**src/design/phy_mgmt_pkg.sv**
```systemverilog
package phy_mgmt_pkg;

    // ==========================================================
    // Register addresses on the management link
    localparam logic [4:0] REG_EXT_STATUS  = 5'h11;
    localparam logic [4:0] REG_TENBASE_OPS = 5'h12;

    // ==========================================================
    // Extended status field positions
    localparam int ST_PLL  = 9;
    localparam int ST_FC   = 8;
    localparam int ST_INV  = 7;
    localparam int ST_HALT = 6;
    localparam int ST_PEND = 5;
    localparam int ST_ANC  = 4;
    localparam int ST_SIG  = 3;
    localparam int ST_JAB  = 2;
    localparam int ST_RF   = 1;
    localparam int ST_LINK = 0;

    // ==========================================================
    // 10Base-T operations field positions and reset
    localparam int OPS_RJAB     = 15;
    localparam int OPS_POL      = 14;
    localparam int OPS_JAB_INH  = 5;
    localparam int OPS_APOL_INH = 3;
    localparam int OPS_SQE_INH  = 2;
    localparam int OPS_LINK_INH = 1;
    localparam int OPS_SQ_INH   = 0;
    localparam int OPS_CTRL_W   = 14;
    localparam logic [13:0] OPS_CTRL_RESET = 14'h0010;

    // ==========================================================
    // Latching-high bit slots
    localparam int LH_N    = 6;
    localparam int LH_PLL  = 0;
    localparam int LH_FC   = 1;
    localparam int LH_INV  = 2;
    localparam int LH_HALT = 3;
    localparam int LH_PEND = 4;
    localparam int LH_RJAB = 5;
    localparam logic [5:0] LH_STATUS_SET = 6'h1f;

    // ==========================================================
    // Serial frame layout
    localparam logic [5:0] PREAMBLE_BITS = 6'h20;
    localparam logic [5:0] HDR_LAST      = 6'h0b;
    localparam logic [5:0] TA_LAST       = 6'h01;
    localparam logic [5:0] DATA_LAST     = 6'h0f;
    localparam logic [1:0] OP_READ       = 2'h2;
    localparam logic [1:0] OP_WRITE      = 2'h1;

    // ==========================================================
    // Timing
    localparam int CLK_FREQ_HZ       = 20000000;
    localparam int RX_JABBER_TIME_US = 20000;
    localparam int RX_JABBER_CYCLES  = RX_JABBER_TIME_US * (CLK_FREQ_HZ / 1000000);

    typedef enum logic [2:0] {
        FR_PRE   = 3'h0,
        FR_START = 3'h1,
        FR_HDR   = 3'h3,
        FR_TA    = 3'h2,
        FR_DATA  = 3'h6
    } frame_state_t;

    typedef enum logic [1:0] {
        LINK_FAIL  = 2'h0,
        LINK_CHECK = 2'h1,
        LINK_PASS  = 2'h3
    } link10_state_t;

endpackage : phy_mgmt_pkg

```
**src/design/mgmt_access_if.sv**
```systemverilog
`timescale 1ns/100ps
`default_nettype none
interface mgmt_access_if;
    logic        rd;
    logic        wr;
    logic [4:0]  addr;
    logic [15:0] wdata;
    logic [15:0] rdata;

    modport frame (output rd, output wr, output addr, output wdata, input rdata);
    modport regs  (input rd, input wr, input addr, input wdata, output rdata);
endinterface : mgmt_access_if
`default_nettype wire

```
**src/design/mgmt_serial_port.sv**
```systemverilog
`timescale 1ns/100ps
`default_nettype none
module mgmt_serial_port #(
    parameter logic [4:0] PHY_ADDR = 5'h01
) (
    input  wire logic   clk_in,
    input  wire logic   nrst_in,
    input  wire logic   mdc_in,
    input  wire logic   mdio_in,
    output logic        mdio_out,
    output logic        mdio_oe_out,
    mgmt_access_if.frame acc
);
    import phy_mgmt_pkg::*;

    typedef struct packed {
        frame_state_t st;
        logic         mdc_q;
        logic [5:0]   cnt;
        logic [15:0]  sh;
        logic         is_rd;
        logic         is_wr;
        logic         rd;
        logic         wr;
        logic [4:0]   addr;
        logic [15:0]  wdata;
        logic         oe;
        logic         dout;
    } sp_state_t;

    sp_state_t   s;
    sp_state_t   next_s;
    logic        rise;
    logic        fall;
    logic [11:0] hdr;

    always_comb begin
        next_s       = s;
        next_s.mdc_q = mdc_in;
        next_s.rd    = 1'b0;
        next_s.wr    = 1'b0;
        rise = mdc_in & ~s.mdc_q;
        fall = ~mdc_in & s.mdc_q;
        hdr  = {s.sh[10:0], mdio_in};
        if (rise) begin
            unique case (s.st)
                FR_PRE: begin
                    if (mdio_in) begin
                        if (s.cnt != PREAMBLE_BITS) next_s.cnt = s.cnt + 6'h01;
                    end else begin
                        next_s.cnt = '0;
                        if (s.cnt == PREAMBLE_BITS) next_s.st = FR_START;
                    end
                end
                FR_START: begin
                    next_s.st = mdio_in ? FR_HDR : FR_PRE;
                end
                FR_HDR: begin
                    next_s.sh  = {s.sh[14:0], mdio_in};
                    next_s.cnt = s.cnt + 6'h01;
                    if (s.cnt == HDR_LAST) begin
                        next_s.cnt   = '0;
                        next_s.st    = FR_TA;
                        next_s.addr  = hdr[4:0];
                        next_s.is_rd = (hdr[11:10] == OP_READ) && (hdr[9:5] == PHY_ADDR);
                        next_s.is_wr = (hdr[11:10] == OP_WRITE) && (hdr[9:5] == PHY_ADDR);
                        next_s.rd    = next_s.is_rd;
                    end
                end
                FR_TA: begin
                    next_s.cnt = s.cnt + 6'h01;
                    if (s.cnt == TA_LAST) begin
                        next_s.cnt = '0;
                        next_s.st  = FR_DATA;
                        next_s.sh  = acc.rdata;
                    end
                end
                FR_DATA: begin
                    if (!s.is_rd) next_s.sh = {s.sh[14:0], mdio_in};
                    next_s.cnt = s.cnt + 6'h01;
                    if (s.cnt == DATA_LAST) begin
                        next_s.cnt   = '0;
                        next_s.st    = FR_PRE;
                        next_s.wr    = s.is_wr;
                        next_s.wdata = {s.sh[14:0], mdio_in};
                    end
                end
                default: begin
                    next_s.st  = FR_PRE;
                    next_s.cnt = '0;
                end
            endcase
        end else if (fall) begin
            // Drive only after the host has let go in turnaround
            if (s.st == FR_TA && s.cnt == TA_LAST && s.is_rd) begin
                next_s.oe   = 1'b1;
                next_s.dout = 1'b0;
            end else if (s.st == FR_DATA && s.is_rd) begin
                next_s.oe   = 1'b1;
                next_s.dout = s.sh[15];
                next_s.sh   = {s.sh[14:0], 1'b0};
            end else begin
                next_s.oe = 1'b0;
            end
        end
    end

    always_ff @(posedge clk_in or negedge nrst_in) begin
        if (!nrst_in) begin
            s <= '{st: FR_PRE, default: '0};
        end else begin
            s <= next_s;
        end
    end

    assign mdio_out    = s.dout;
    assign mdio_oe_out = s.oe;
    assign acc.rd      = s.rd;
    assign acc.wr      = s.wr;
    assign acc.addr    = s.addr;
    assign acc.wdata   = s.wdata;
endmodule : mgmt_serial_port
`default_nettype wire

```
**src/design/phy_latch_bits.sv**
```systemverilog
`timescale 1ns/100ps
`default_nettype none
module phy_latch_bits #(
    parameter int N = 6
) (
    input  wire logic         clk_in,
    input  wire logic         nrst_in,
    input  wire logic [N-1:0] event_in,
    input  wire logic [N-1:0] clear_in,
    output logic      [N-1:0] bits_out
);
    typedef struct packed {
        logic [N-1:0] bits;
    } lh_state_t;

    lh_state_t s;
    lh_state_t next_s;

    // Set beats clear so an event during a read survives it
    always_comb begin
        next_s      = s;
        next_s.bits = (s.bits & ~clear_in) | event_in;
    end

    always_ff @(posedge clk_in or negedge nrst_in) begin
        if (!nrst_in) begin
            s <= '0;
        end else begin
            s <= next_s;
        end
    end

    assign bits_out = s.bits;
endmodule : phy_latch_bits
`default_nettype wire

```
**src/design/phy_rx_status_and_tenbase_ops_regs.sv**
```systemverilog
`timescale 1ns/100ps
`default_nettype none
// Operation
// - PLL lock failure latches its status bit
// - False carrier latches its status bit
// - Invalid packet symbol raises RXER and latches
// - Halt symbol signalled to MAC and latched
// - Two idles inside packet latch premature end
// - Receive error flags undefined at 10 Mb/s
// - Latched flag shows event since read/reset
// - Negotiation complete only when enabled and done
// - Signal detect mirrors receive signal in 100TX
// - Jabber bit mirrors basic status jabber
// - Remote fault bit mirrors basic status
// - Link bit mirrors basic status link
// - Receive jabber latches receive jabber bit
// - Auto polarity inhibit stops polarity correction
// - SQE inhibit disables SQE test generation
// - Link loss inhibit forces link passed state
// - Polarity bit shows swapped receive pair
// - Jabber inhibit disables transmit jabber check
// - Squelch inhibit requires data then idle
// - SQE suppressed in full duplex, repeater
module phy_rx_status_and_tenbase_ops_regs #(
    parameter logic [4:0]  PHY_ADDR         = 5'h01,
    parameter int unsigned RX_JABBER_CYCLES = phy_mgmt_pkg::RX_JABBER_CYCLES
) (
    input  wire logic clk_in,
    input  wire logic nrst_in,
    input  wire logic mdc_in,
    input  wire logic mdio_in,
    output logic      mdio_out,
    output logic      mdio_oe_out,
    input  wire logic speed_100_in,
    input  wire logic full_duplex_in,
    input  wire logic repeater_mode_in,
    input  wire logic pll_lock_fail_in,
    input  wire logic false_carrier_in,
    input  wire logic rx_in_packet_in,
    input  wire logic rx_symbol_strobe_in,
    input  wire logic rx_symbol_invalid_in,
    input  wire logic rx_symbol_halt_in,
    input  wire logic rx_symbol_idle_in,
    input  wire logic an_enable_in,
    input  wire logic an_done_in,
    input  wire logic signal_detect_in,
    input  wire logic basic_jabber_in,
    input  wire logic basic_remote_fault_in,
    input  wire logic basic_link_in,
    input  wire logic rx10_active_in,
    input  wire logic polarity_swapped_in,
    input  wire logic rx10_valid_data_in,
    input  wire logic rx10_idle_in,
    input  wire logic rx10_link_fail_in,
    output logic      rx_error_out,
    output logic      halt_indicate_out,
    output logic      jabber_check_enable_out,
    output logic      polarity_correct_out,
    output logic      sqe_test_enable_out,
    output logic      link10_pass_out
);
    import phy_mgmt_pkg::*;

    localparam int JAB_W = $clog2(RX_JABBER_CYCLES + 1);
    localparam logic [JAB_W-1:0] JAB_MAX  = JAB_W'(RX_JABBER_CYCLES);
    localparam logic [JAB_W-1:0] JAB_LAST = JAB_W'(RX_JABBER_CYCLES - 1);

    typedef struct packed {
        logic [15:0]           rdata;
        logic                  prev_idle;
        logic [JAB_W-1:0]      jab_cnt;
        logic                  rx_err;
        logic                  halt_ind;
        logic                  sig_det;
        logic                  an_cmp;
        logic                  jab;
        logic                  rf;
        logic                  link;
        logic                  pol_rev;
        logic                  jab_chk;
        logic                  pol_fix;
        logic                  sqe_en;
        logic                  l10_pass;
        link10_state_t         l10;
        logic [OPS_CTRL_W-1:0] ctrl;
    } rg_state_t;

    rg_state_t     s;
    rg_state_t     next_s;
    logic [LH_N-1:0] ev;
    logic [LH_N-1:0] clr;
    logic [LH_N-1:0] lh;
    logic [15:0]   st_word;
    logic [15:0]   ops_word;
    logic          sym_ok;

    mgmt_access_if acc ();

    // ==========================================================
    // Management serial link
    mgmt_serial_port #(
        .PHY_ADDR (PHY_ADDR)
    ) u_port (
        .clk_in      (clk_in),
        .nrst_in     (nrst_in),
        .mdc_in      (mdc_in),
        .mdio_in     (mdio_in),
        .mdio_out    (mdio_out),
        .mdio_oe_out (mdio_oe_out),
        .acc         (acc)
    );

    // ==========================================================
    // Latching-high flags
    phy_latch_bits #(
        .N (LH_N)
    ) u_lh (
        .clk_in   (clk_in),
        .nrst_in  (nrst_in),
        .event_in (ev),
        .clear_in (clr),
        .bits_out (lh)
    );

    assign acc.rdata = s.rdata;

    // ==========================================================
    // Event detection, register access, 10M control
    always_comb begin
        next_s = s;
        clr    = '0;
        // Events other than receive jabber only qualified at 100 Mb/s
        sym_ok = speed_100_in & rx_in_packet_in & rx_symbol_strobe_in;
        ev          = '0;
        ev[LH_PLL]  = speed_100_in & pll_lock_fail_in;
        ev[LH_FC]   = speed_100_in & false_carrier_in;
        ev[LH_INV]  = sym_ok & rx_symbol_invalid_in;
        ev[LH_HALT] = sym_ok & rx_symbol_halt_in;
        ev[LH_PEND] = sym_ok & rx_symbol_idle_in & s.prev_idle;
        ev[LH_RJAB] = rx10_active_in & (s.jab_cnt == JAB_LAST);

        if (!rx_in_packet_in) begin
            next_s.prev_idle = 1'b0;
        end else if (rx_symbol_strobe_in) begin
            next_s.prev_idle = rx_symbol_idle_in;
        end

        // Counter saturates so one long burst flags only once
        if (!rx10_active_in) begin
            next_s.jab_cnt = '0;
        end else if (s.jab_cnt != JAB_MAX) begin
            next_s.jab_cnt = s.jab_cnt + JAB_W'(1);
        end

        next_s.rx_err   = sym_ok & rx_symbol_invalid_in;
        next_s.halt_ind = sym_ok & rx_symbol_halt_in;
        next_s.sig_det  = speed_100_in & signal_detect_in;
        next_s.an_cmp   = an_enable_in & an_done_in;
        next_s.jab      = basic_jabber_in;
        next_s.rf       = basic_remote_fault_in;
        next_s.link     = basic_link_in;
        next_s.pol_rev  = polarity_swapped_in;

        st_word          = '0;
        st_word[ST_PLL]  = lh[LH_PLL];
        st_word[ST_FC]   = lh[LH_FC];
        st_word[ST_INV]  = lh[LH_INV];
        st_word[ST_HALT] = lh[LH_HALT];
        st_word[ST_PEND] = lh[LH_PEND];
        st_word[ST_ANC]  = s.an_cmp;
        st_word[ST_SIG]  = s.sig_det;
        st_word[ST_JAB]  = s.jab;
        st_word[ST_RF]   = s.rf;
        st_word[ST_LINK] = s.link;
        ops_word = {lh[LH_RJAB], s.pol_rev, s.ctrl};

        if (acc.rd) begin
            unique case (acc.addr)
                REG_EXT_STATUS: begin
                    next_s.rdata = st_word;
                    clr          = LH_STATUS_SET;
                end
                REG_TENBASE_OPS: begin
                    next_s.rdata = ops_word;
                    clr[LH_RJAB] = 1'b1;
                end
                default: begin
                    next_s.rdata = '0;
                end
            endcase
        end
        // Reserved bits kept as written; host supplies defaults
        if (acc.wr && acc.addr == REG_TENBASE_OPS) begin
            next_s.ctrl = acc.wdata[OPS_CTRL_W-1:0];
        end

        next_s.jab_chk = ~s.ctrl[OPS_JAB_INH];
        next_s.pol_fix = polarity_swapped_in & ~s.ctrl[OPS_APOL_INH];
        // Stored inhibit bit untouched by duplex/repeater override
        next_s.sqe_en  = ~s.ctrl[OPS_SQE_INH]
                       & ~full_duplex_in & ~repeater_mode_in;

        // 10M link integrity
        if (s.ctrl[OPS_LINK_INH]) begin
            next_s.l10 = LINK_PASS;
        end else begin
            unique case (s.l10)
                LINK_FAIL: begin
                    if (rx10_valid_data_in) begin
                        next_s.l10 = s.ctrl[OPS_SQ_INH] ? LINK_CHECK : LINK_PASS;
                    end
                end
                LINK_CHECK: begin
                    if (rx10_link_fail_in) begin
                        next_s.l10 = LINK_FAIL;
                    end else if (rx10_idle_in) begin
                        next_s.l10 = LINK_PASS;
                    end
                end
                LINK_PASS: begin
                    if (rx10_link_fail_in) next_s.l10 = LINK_FAIL;
                end
                default: begin
                    next_s.l10 = LINK_FAIL;
                end
            endcase
        end
        next_s.l10_pass = (s.l10 == LINK_PASS);
    end

    always_ff @(posedge clk_in or negedge nrst_in) begin
        if (!nrst_in) begin
            s <= '{l10: LINK_FAIL, ctrl: OPS_CTRL_RESET, default: '0};
        end else begin
            s <= next_s;
        end
    end

    assign rx_error_out            = s.rx_err;
    assign halt_indicate_out       = s.halt_ind;
    assign jabber_check_enable_out = s.jab_chk;
    assign polarity_correct_out    = s.pol_fix;
    assign sqe_test_enable_out     = s.sqe_en;
    assign link10_pass_out         = s.l10_pass;

    // ==========================================================
    // Checks
    property p_pll_latch;
        @(posedge clk_in) disable iff (!nrst_in)
        speed_100_in && pll_lock_fail_in |=> lh[LH_PLL];
    endproperty
    a_pll_latch: assert property (p_pll_latch)
        else $error("PLL lock error not latched");

    property p_fc_latch;
        @(posedge clk_in) disable iff (!nrst_in)
        speed_100_in && false_carrier_in |=> lh[LH_FC] && st_word[ST_FC];
    endproperty
    a_fc_latch: assert property (p_fc_latch)
        else $error("False carrier not latched");

    property p_rxer;
        @(posedge clk_in) disable iff (!nrst_in)
        sym_ok && rx_symbol_invalid_in |=> rx_error_out && lh[LH_INV];
    endproperty
    a_rxer: assert property (p_rxer)
        else $error("Invalid symbol missed RXER or flag");

    property p_pend;
        @(posedge clk_in) disable iff (!nrst_in)
        (sym_ok && rx_symbol_idle_in) ##1 (!rx_symbol_strobe_in && rx_in_packet_in)
        ##1 (sym_ok && rx_symbol_idle_in) |=> lh[LH_PEND];
    endproperty
    a_pend: assert property (p_pend)
        else $error("Premature end not latched");

    property p_an;
        @(posedge clk_in) disable iff (!nrst_in)
        !an_enable_in |=> !st_word[ST_ANC];
    endproperty
    a_an: assert property (p_an)
        else $error("Negotiation complete while disabled");

    property p_rd_clear;
        @(posedge clk_in) disable iff (!nrst_in)
        acc.rd && acc.addr == REG_EXT_STATUS && !ev[LH_HALT] |=> !lh[LH_HALT];
    endproperty
    a_rd_clear: assert property (p_rd_clear)
        else $error("Halt flag not cleared by read");

    property p_sqe_off;
        @(posedge clk_in) disable iff (!nrst_in)
        full_duplex_in || repeater_mode_in |=> !sqe_test_enable_out && $stable(s.ctrl[OPS_SQE_INH]) || $past(acc.wr);
    endproperty
    a_sqe_off: assert property (p_sqe_off)
        else $error("SQE test active in full duplex or repeater");

    property p_link_force;
        @(posedge clk_in) disable iff (!nrst_in)
        s.ctrl[OPS_LINK_INH] && $past(s.ctrl[OPS_LINK_INH]) && $past(s.ctrl[OPS_LINK_INH], 2)
        |-> link10_pass_out;
    endproperty
    a_link_force: assert property (p_link_force)
        else $error("Link not forced to pass");
endmodule : phy_rx_status_and_tenbase_ops_regs
`default_nettype wire

```
**config.mk**
```make
export PLATFORM = sky130hd
export DESIGN_NAME = phy_rx_status_and_tenbase_ops_regs
export DESIGN_NICKNAME = d
export VERILOG_FILES = /design/src/design/phy_mgmt_pkg.sv /design/src/design/mgmt_access_if.sv /design/src/design/mgmt_serial_port.sv /design/src/design/phy_latch_bits.sv /design/src/design/phy_rx_status_and_tenbase_ops_regs.sv
export SDC_FILE = /design/constraint.sdc
export NUM_CORES = 1
export LEC_CHECK = 0
export ABC_CLOCK_PERIOD_IN_PS = 2800
export BUFFER_PORTS_ARGS = -buffer_cell sky130_fd_sc_hd__buf_2
export CAP_MARGIN = 20
export CELL_PAD_IN_SITES_DETAIL_PLACEMENT = 1
export CELL_PAD_IN_SITES_GLOBAL_PLACEMENT = 2
export CORE_MARGIN = 10
export CORE_UTILIZATION = 41
export CTS_CLUSTER_SIZE = 12
export DETAILED_ROUTE_END_ITERATION = 16
export HOLD_SLACK_MARGIN = 0.05
export PLACE_DENSITY = 0.82
export SLEW_MARGIN = 20
export SYNTH_ARGS = -nofsm -noshare
export SYNTH_HDL_FRONTEND = slang
export SYNTH_SLANG_ARGS = --single-unit
```
**constraint.sdc**
```tcl
create_clock -name clk_in -period 2.8 [get_ports clk_in]
set_clock_uncertainty 0.15 [all_clocks]
set_input_delay 0.56 -clock clk_in [delete_from_list [all_inputs] [get_ports clk_in]]
set_output_delay 0.56 -clock clk_in [all_outputs]
set_load 0.05 [all_outputs]
```
==> results of run 1 <==
[through the flow]
stage                     setup WS, ns  power [uW]  cells  hold WS, ns  instance area [um^2]
final                            0.376        4460    687        0.101                  6360
after global routing             0.235        4660    687       0.0873                  6360
after CTS                        0.347        4520    687       0.0782                  6360
after detailed placement         0.152        2470    654        0.247                  5810
after global placement           0.250        2430    654        0.244                  5810
after floorplan                  0.586        2300    454        0.114                  5400
[metal layers]
layer / part of all wire / up-vias
li1: - / 1710
met1: 0.45 / 1873
met2: 0.51 / 33
met3: 0.028 / 10
met4: 0.013 / 0
met5: 0 / -
[layout make-up]
| cell class | instances | area share |
|---|---|---|
| flip-flops and latches | 121 | 0.476 |
| inverters | 30 | 0.0177 |
| repair buffers | 47 | 0.0476 |
| multi-input cells | 285 | 0.340 |
| well taps | 172 | 0.0338 |
| clock inverters | 3 | 0.00629 |
| clock buffers | 29 | 0.0787 |
[cells in the mapped netlist (all sizes together), types with 4 or more instances]
library cell | number | area [um^2]
nor3 | 7 | 51.3
nand4 | 4 | 25.0
mux2 | 49 | 552
o21ai | 28 | 140
nand2 | 27 | 101
nor4 | 6 | 43.8
nor2b | 8 | 50.1
or2 | 4 | 25.0
ha | 5 | 62.6
nand3 | 11 | 60.1
a21o | 4 | 30.0
buf | 11 | 65.1
dfrtp | 120 | 3000
a22oi | 10 | 75.1
nor2 | 15 | 58.8
a22o | 17 | 149
a31oi | 5 | 31.3
and2 | 19 | 119
inv | 30 | 113
or3 | 6 | 42.5
nor3b | 4 | 40.0
clkbuf | 7 | 26.3
xnor2 | 10 | 87.6
a21boi | 4 | 30.0
[power breakdown]
group / switching [uW] / internal [uW]
Sequential: 107 / 1830
Clock: 731 / 1290
Combinational: 312 / 187
[worst min-delay path by stage]
| stage | start | depth (start not counted) | slack (ns) | end |
|---|---|---|---|---|
| CTS | basic_jabber_in | 1 | 0.08 | s[23]$_DFF_PN0_ |
| finish | basic_jabber_in | 1 | 0.10 | s[23]$_DFF_PN0_ |
| global placement | nrst_in | 1 | 0.24 | u_port.s[48]$_DFFE_PN0P_ |
| global route | basic_remote_fault_in | 1 | 0.09 | s[22]$_DFF_PN0_ |
| detailed placement | nrst_in | 1 | 0.25 | u_port.s[48]$_DFFE_PN0P_ |
| floorplan | nrst_in | 0 | 0.11 | acc.rdata[0]$_DFFE_PN0P_ |
[kinds of logic (layout without fill, tap and decap cells)]
group	count (synthesis)	in the layout
adder cells (fa/ha/maj)	5	5
XOR/XNOR	13	13
multiplexers	51	51
AND/OR/NAND/NOR	128	128
buffers and inverters	48	109
flip-flops	121	121
AO/OA/AOI/OAI	88	88
[repair_timing]
item	4_1_cts	5_1_grt
hold buffers	1	0
hold endpoints to repair	5	0
gates resized for setup	0	0
setup endpoints to repair	0	0
[flip-flops by register name, summed over array words and instances, names as in the netlist, 5 cells and up]
| name | flops |
|---|---|
| s | 27 |
| u_lh.bits_out | 6 |
| ops_word | 15 |
| u_port.acc.addr | 5 |
| acc.rdata | 16 |
| u_port.s | 17 |
| u_port.acc.wdata | 14 |
| u_port.hdr | 11 |
==> results.toml, run 1 <==
[yosys]
synth_async_sr_flop_share = 1.00
synth.mux.area_fraction = 0.106
synth-edff-count = 0
yosys.area_share.xor_xnor = 0.0211
post_synth.cell_area_avg_um2 = 11.9
synthesis.area_um2 = 5400
synth.yosys.warnings = 0
synth_flop_cell = "dfrtp_1"
synthesis.nets = 484
post_synth_and_or_nand_nor_area_fraction = 0.140
yosys.cell_types.count = 60
synth-seq-area-share = 0.561
main_combinational_cell_family_by_area_after_synthesis = "simple AND/OR/NAND/NOR gates"
netlist_instances = 454
yosys_register_bits = 121
synth_adder_area_share = 0.0116
share_of_the_synthesized_area_in_compound_gates_ao_oa_aoi_oai = 0.122

[sta]
grt_setup_unrepaired = "false"
final.period_utilization = 0.866
tns_ns = 0
hold_viol_final = 0
achievable-frequency_ghz = 0.412
max-slew-margin-rel = 0.392
period_needed_ns = 2.42
tightest_slew_ns = 0.912
fin_max_slew_vios = 0
setup-violations-final = 0

[finish]
mostFrequentLayoutCells = "dfrtp_1 (120), mux2_2 (36), buf_2 (31)"
design.final.nets = 532
multiInputGateArea_um2 = 2160
final_util = 0.498
ff_latch_area_um2 = 3030
num-fill-cells = 1362
areaGrowthSynthToFinish_pct = 17.9
layout-drive-gt1-share = 0.233
antennaDiodeCount = 0
mostFrequentLayoutCell = "dfrtp_1"

[clock_network]
cts_post_setup_buffers_inserted = 0
root_buffer = "clkbuf_16"
clkTransAtPathRegs_ns = 0.05
insertion_delay_ns = 0.42
max_buffers_root_to_sink = 2
htree_levels = 4
cts_inserted_buffers = 17
cts.sink_count = 121
cts_tree = "built"

[worst_setup_path]
startpoint = "u_port.s[50]$_DFFE_PN0P_"
critPathRequiredTime_ns = 2.95
reg2reg_depth = 5
cp_data_arrival_time_ns = 2.57
regToRegEndpoint = "u_port.hdr[6]$_DFFE_PN0P_"
cp-endpoint = "u_port.hdr[6]$_DFFE_PN0P_"
reg2reg_setup_slack_ns = 0.38
crit_path_cell_trace = "nand2b_1, nor2_1, nand2_1, a22o_1, mux2_1"
critPathLaunchType = "register"
cp_num_cells = 5
crit_family = "simple AND/OR/NAND/NOR gates"
cp_slowest_stage_delay_ns = 0.48
critPathMaxFanout = 15
critical_path.endpoint_type = "register"
setup.worst_path.class = "register to register"
critical_path.reg2reg.startpoint = "u_port.s[50]$_DFFE_PN0P_"
cell_with_the_largest_stage_delay_on_the_worst_path = "dfrtp_1"
count_of_buffer_and_inverter_cells_on_the_critical_path = 0

[global_routing]
grt_busiest_layer = "met2"
gr-usage-met3 = 0.0419
global_route.usage.met1 = 0.170
grt_met2_use = 0.239
antenna_found_initial = 0
number_of_global_route_vias_before_repair = 4069
grt_remaining_overflow = 0
gr-usage-all-layers = 0.144
grt_first_pass_wirelength_um = 20700
largest_net_degree_at_the_start_of_global_routing = 73

[drt]
detail_route.drc_violations = 0
wl_um = 12200
vias_per_cell = 5.28
total_via_count_after_detailed_routing = 3626
wl_per_cell_um = 17.8
drt-initial-drc-count = 165
first_pass_iters = 6
antenna_left = 0

[placed_design]
place.detailed.hpwl_um = 8140
buffer_ports.inserted = 32
place.gp.congestion = 0.764

[floorplan]
placement_rows = 41
start_util = 0.422
fp.dieH_um = 135
core_area_um2 = 12800
dieArea_um2 = 18100
horizontal_extent_of_the_die_um = 135
pin_count = 33

[pwr]
leakagePower_uw = 0.00295
cellPowerDensity_nw_per_um2 = 701
power.ir.vdd_worst_mv = 0.498

[run]
max_cap_viol_count = 0

[run_status]
result_of_the_run = "completed"

[worst_hold_path]
hold_removal_path_class = "input port to register"
Power figures use the tool's default switching activity.
==> run 2: changes to the inputs <==
--- a/config.mk
+++ b/config.mk
@@ -5,17 +5,18 @@
 export SDC_FILE = /design/constraint.sdc
 export NUM_CORES = 1
 export LEC_CHECK = 0
+export ABC_AREA = 1
 export ABC_CLOCK_PERIOD_IN_PS = 2800
 export BUFFER_PORTS_ARGS = -buffer_cell sky130_fd_sc_hd__buf_2
 export CAP_MARGIN = 20
 export CELL_PAD_IN_SITES_DETAIL_PLACEMENT = 1
 export CELL_PAD_IN_SITES_GLOBAL_PLACEMENT = 2
 export CORE_MARGIN = 10
-export CORE_UTILIZATION = 41
+export CORE_UTILIZATION = 37
 export CTS_CLUSTER_SIZE = 12
 export DETAILED_ROUTE_END_ITERATION = 16
 export HOLD_SLACK_MARGIN = 0.05
-export PLACE_DENSITY = 0.82
+export PLACE_DENSITY = 0.83
 export SLEW_MARGIN = 20
 export SYNTH_ARGS = -nofsm -noshare
 export SYNTH_HDL_FRONTEND = slang
==> results.toml, run 2 <==
[run_status]
result_of_the_run = "completed"

[yosys]
netlist_instances = 689
synth_async_sr_flop_share = 1.00
synth_adder_area_share = 0.0110
synth-seq-area-share = 0.533
synth_top_area_cell = "dfrtp_1"
post_synth.cell_area_avg_um2 = 8.24
yosys_register_bits = 121
synth-edff-count = 0
main_combinational_cell_family_by_area_after_synthesis = "simple AND/OR/NAND/NOR gates"
synth.yosys.warnings = 0
synth.mux.area_fraction = 0.0238
yosys.cell_types.count = 37
synthesis.area_um2 = 5680
area_share_of_the_largest_cell_type_after_synthesis = 0.529
yosys-top-cells-area = "dfrtp_1 (53%), nand2_1 (16%), inv_1 (4.9%)"
synthesis.nets = 719
share_of_the_synthesized_area_in_compound_gates_ao_oa_aoi_oai = 0.0703
yosys-top-cells-count = "nand2_1 (241), dfrtp_1 (120), inv_1 (74)"
yosys.area_share.xor_xnor = 0.00154
post_synth_and_or_nand_nor_area_fraction = 0.294
yosys.cell_count.top_type = "nand2_1"
synth_flop_cell = "dfrtp_1"

[clock_network]
cts_tree = "built"
post_cts_resize_count = 0
clkTransAtPathRegs_ns = 0.06
max_buffers_root_to_sink = 2
cts_post_setup_buffers_inserted = 0
htree_levels = 4
cts_inserted_buffers = 17
root_buffer = "clkbuf_16"
insertion_delay_ns = 0.42
cts.sink_count = 121

[global_routing]
grt_first_pass_wirelength_um = 24500
number_of_global_route_vias_before_repair = 4987
antenna_found_initial = 0
largest_net_degree_at_the_start_of_global_routing = 58
grt_remaining_overflow = 0
gr-usage-all-layers = 0.150

[finish]
max_flop_register = "s"
layout-drive-gt1-share = 0.138
antennaDiodeCount = 0
design.final.nets = 762
largest_register_ffs = 27
mostFrequentLayoutCells = "nand2_1 (241), dfrtp_1 (120), inv_1 (74)"
design_area_um2 = 6630
mostFrequentLayoutCell = "nand2_1"
areaGrowthSynthToFinish_pct = 16.8

[pwr]
leakagePower_uw = 0.00339
intPower_uw = 3370
power.ir.vdd_worst_mv = 0.395
sw_frac_of_total = 0.284
switching_power_uw = 1330
cellPowerDensity_nw_per_um2 = 710
pwr-share-clk = 0.456
power_frac_seq = 0.410
power.share.combinational = 0.134

[worst_setup_path]
reg2reg_depth = 7
crit_path_cell_trace = "ha_1, nand2_1, inv_1, nand3_1, nand3b_1, nand2_1, o21ai_0"
startpoint = "u_port.s[43]$_DFFE_PN0P_"
cell_with_the_largest_stage_delay_on_the_worst_path = "nand3b_1"
critPathMaxFanout = 15
regToRegEndpoint = "u_port.s[26]$_DFFE_PN0P_"
critical_path.reg2reg.startpoint = "u_port.s[43]$_DFFE_PN0P_"
critical_path.endpoint_type = "register"
critPathLaunchType = "register"
critical_path.most_common_cell = "nand2_1"
setup.worst_path.class = "register to register"
cp_data_arrival_time_ns = 2.09
reg2reg_setup_slack_ns = 0.83
cp-endpoint = "u_port.s[26]$_DFFE_PN0P_"
cp_slowest_stage_delay_ns = 0.52
critPathRequiredTime_ns = 2.92

[drt]
detail_route.drc_violations = 0
first_pass_iters = 4
wl_um = 14200
total_via_count_after_detailed_routing = 4606
drt-initial-drc-count = 208
vias_per_cell = 4.94
antenna_left = 0
wl_per_cell_um = 15.2

[floorplan]
dieArea_um2 = 20700
fp.dieH_um = 144
core_area_um2 = 15100
pin_count = 33
horizontal_extent_of_the_die_um = 144
placement_rows = 45
start_util = 0.375

[placed_design]
buffer_ports.inserted = 32
place.gp.congestion = 0.803
post_dp_cell_area_um2 = 6040
place.detailed.hpwl_um = 10300

[sta]
tns_ns = 0
achievable-frequency_ghz = 0.507
setup-violations-final = 0
max-slew-margin-rel = 0.572
final.period_utilization = 0.704
fin_max_slew_vios = 0
hold_viol_final = 0
period_needed_ns = 1.97
grt_setup_unrepaired = "false"
tightest_slew_ns = 0.641

[run]
max_cap_viol_count = 0

[worst_hold_path]
holdPathStages = 1
hold_removal_path_class = "input port to register"
[run 2: cell count changes in the layout (fill, tap and decap cells not counted), moves of 10 or more]
cell and delta:
nand2_1 +214, nor2_1 +45, inv_1 +44, nand3_1 +35, mux2_2 -29, and2_1 -18, a21oi_1 +15, o21ai_1 +15
a22o_1 -12, a22oi_1 -10, xnor2_1 -10
[run 2: cell families after synthesis]
| kind of cell | after synthesis |
|---|---|
| compound gates | 70 |
| xor+xnor | 1 |
| fa+ha+maj | 5 |
| buf+inv | 91 |
| flops | 121 |
| mux | 12 |
| simple gates | 389 |
[run 2: how the worst min path moves through the flow]
stage	from	end	slack, ns
final	basic_jabber_in	s[23]$_DFF_PN0_	0.10
after global placement	ops_word[5]$_DFFE_PN0P_	jabber_check_enable_out$_DFF_PN0_	0.28
after floorplan	nrst_in	acc.rdata[0]$_DFFE_PN0P_	0.11
after detailed placement	ops_word[5]$_DFFE_PN0P_	jabber_check_enable_out$_DFF_PN0_	0.29
after global routing	basic_link_in	s[21]$_DFF_PN0_	0.09
after CTS	basic_jabber_in	s[23]$_DFF_PN0_	0.09
[run 2: stage by stage]
step                      hold slack, ns  instances  total power, uW   util  worst slack, ns
after floorplan                    0.114        689             2400      -             1.10
after global placement             0.282        900             2580  0.399            0.851
after detailed placement           0.290        900             2600  0.399            0.777
after CTS                         0.0893        933             4770  0.438            0.823
after global routing              0.0879        933             4950  0.438            0.587
final                              0.101        933             4710  0.438            0.828
[run 2: what timing repair did]
item                                   CTS  global route
endpoints found under the hold margin   38             0
setup endpoints to repair                0             0
hold buffers                             1             0
[run 2: power by group through the flow]
stage / Combinational (uW) / Clock, uW / Sequential (uW)
2_1_floorplan: 450 / 0 / 1950
3_3_place_gp: 627 / 0 / 1950
3_5_place_dp: 644 / 0 / 1960
4_1_cts: 650 / 2190 / 1930
5_1_grt: 729 / 2270 / 1950
6_report: 631 / 2150 / 1930
[run 2: cell type report]
class,instances,area [um^2]
tap,188,235
clock buffer,20,457
inverter,77,289
multi-input combinational,477,2280
fill,1804,8510
sequential,121,3030
clock inverter,12,124
timing repair buffer,38,223
[run 2: critical path: cells and delay by family, from the launching register on]
| kind | cells | cell delay (ns) |
|---|---|---|
| adder cells (fa/ha/maj) | 1 | 0.22 |
| buffers and inverters | 1 | 0.05 |
| AND/OR/NAND/NOR | 4 | 0.89 |
| flip-flops | 1 | 0.41 |
| AO/OA/AOI/OAI | 1 | 0.10 |
[run 2: routing by layer]
layer / track usage / wire length, um
met5: 0 / 0
met2: 0.249 / 6910
met3: 0.0330 / 438
met1: 0.186 / 6640
met4: 0.0548 / 210
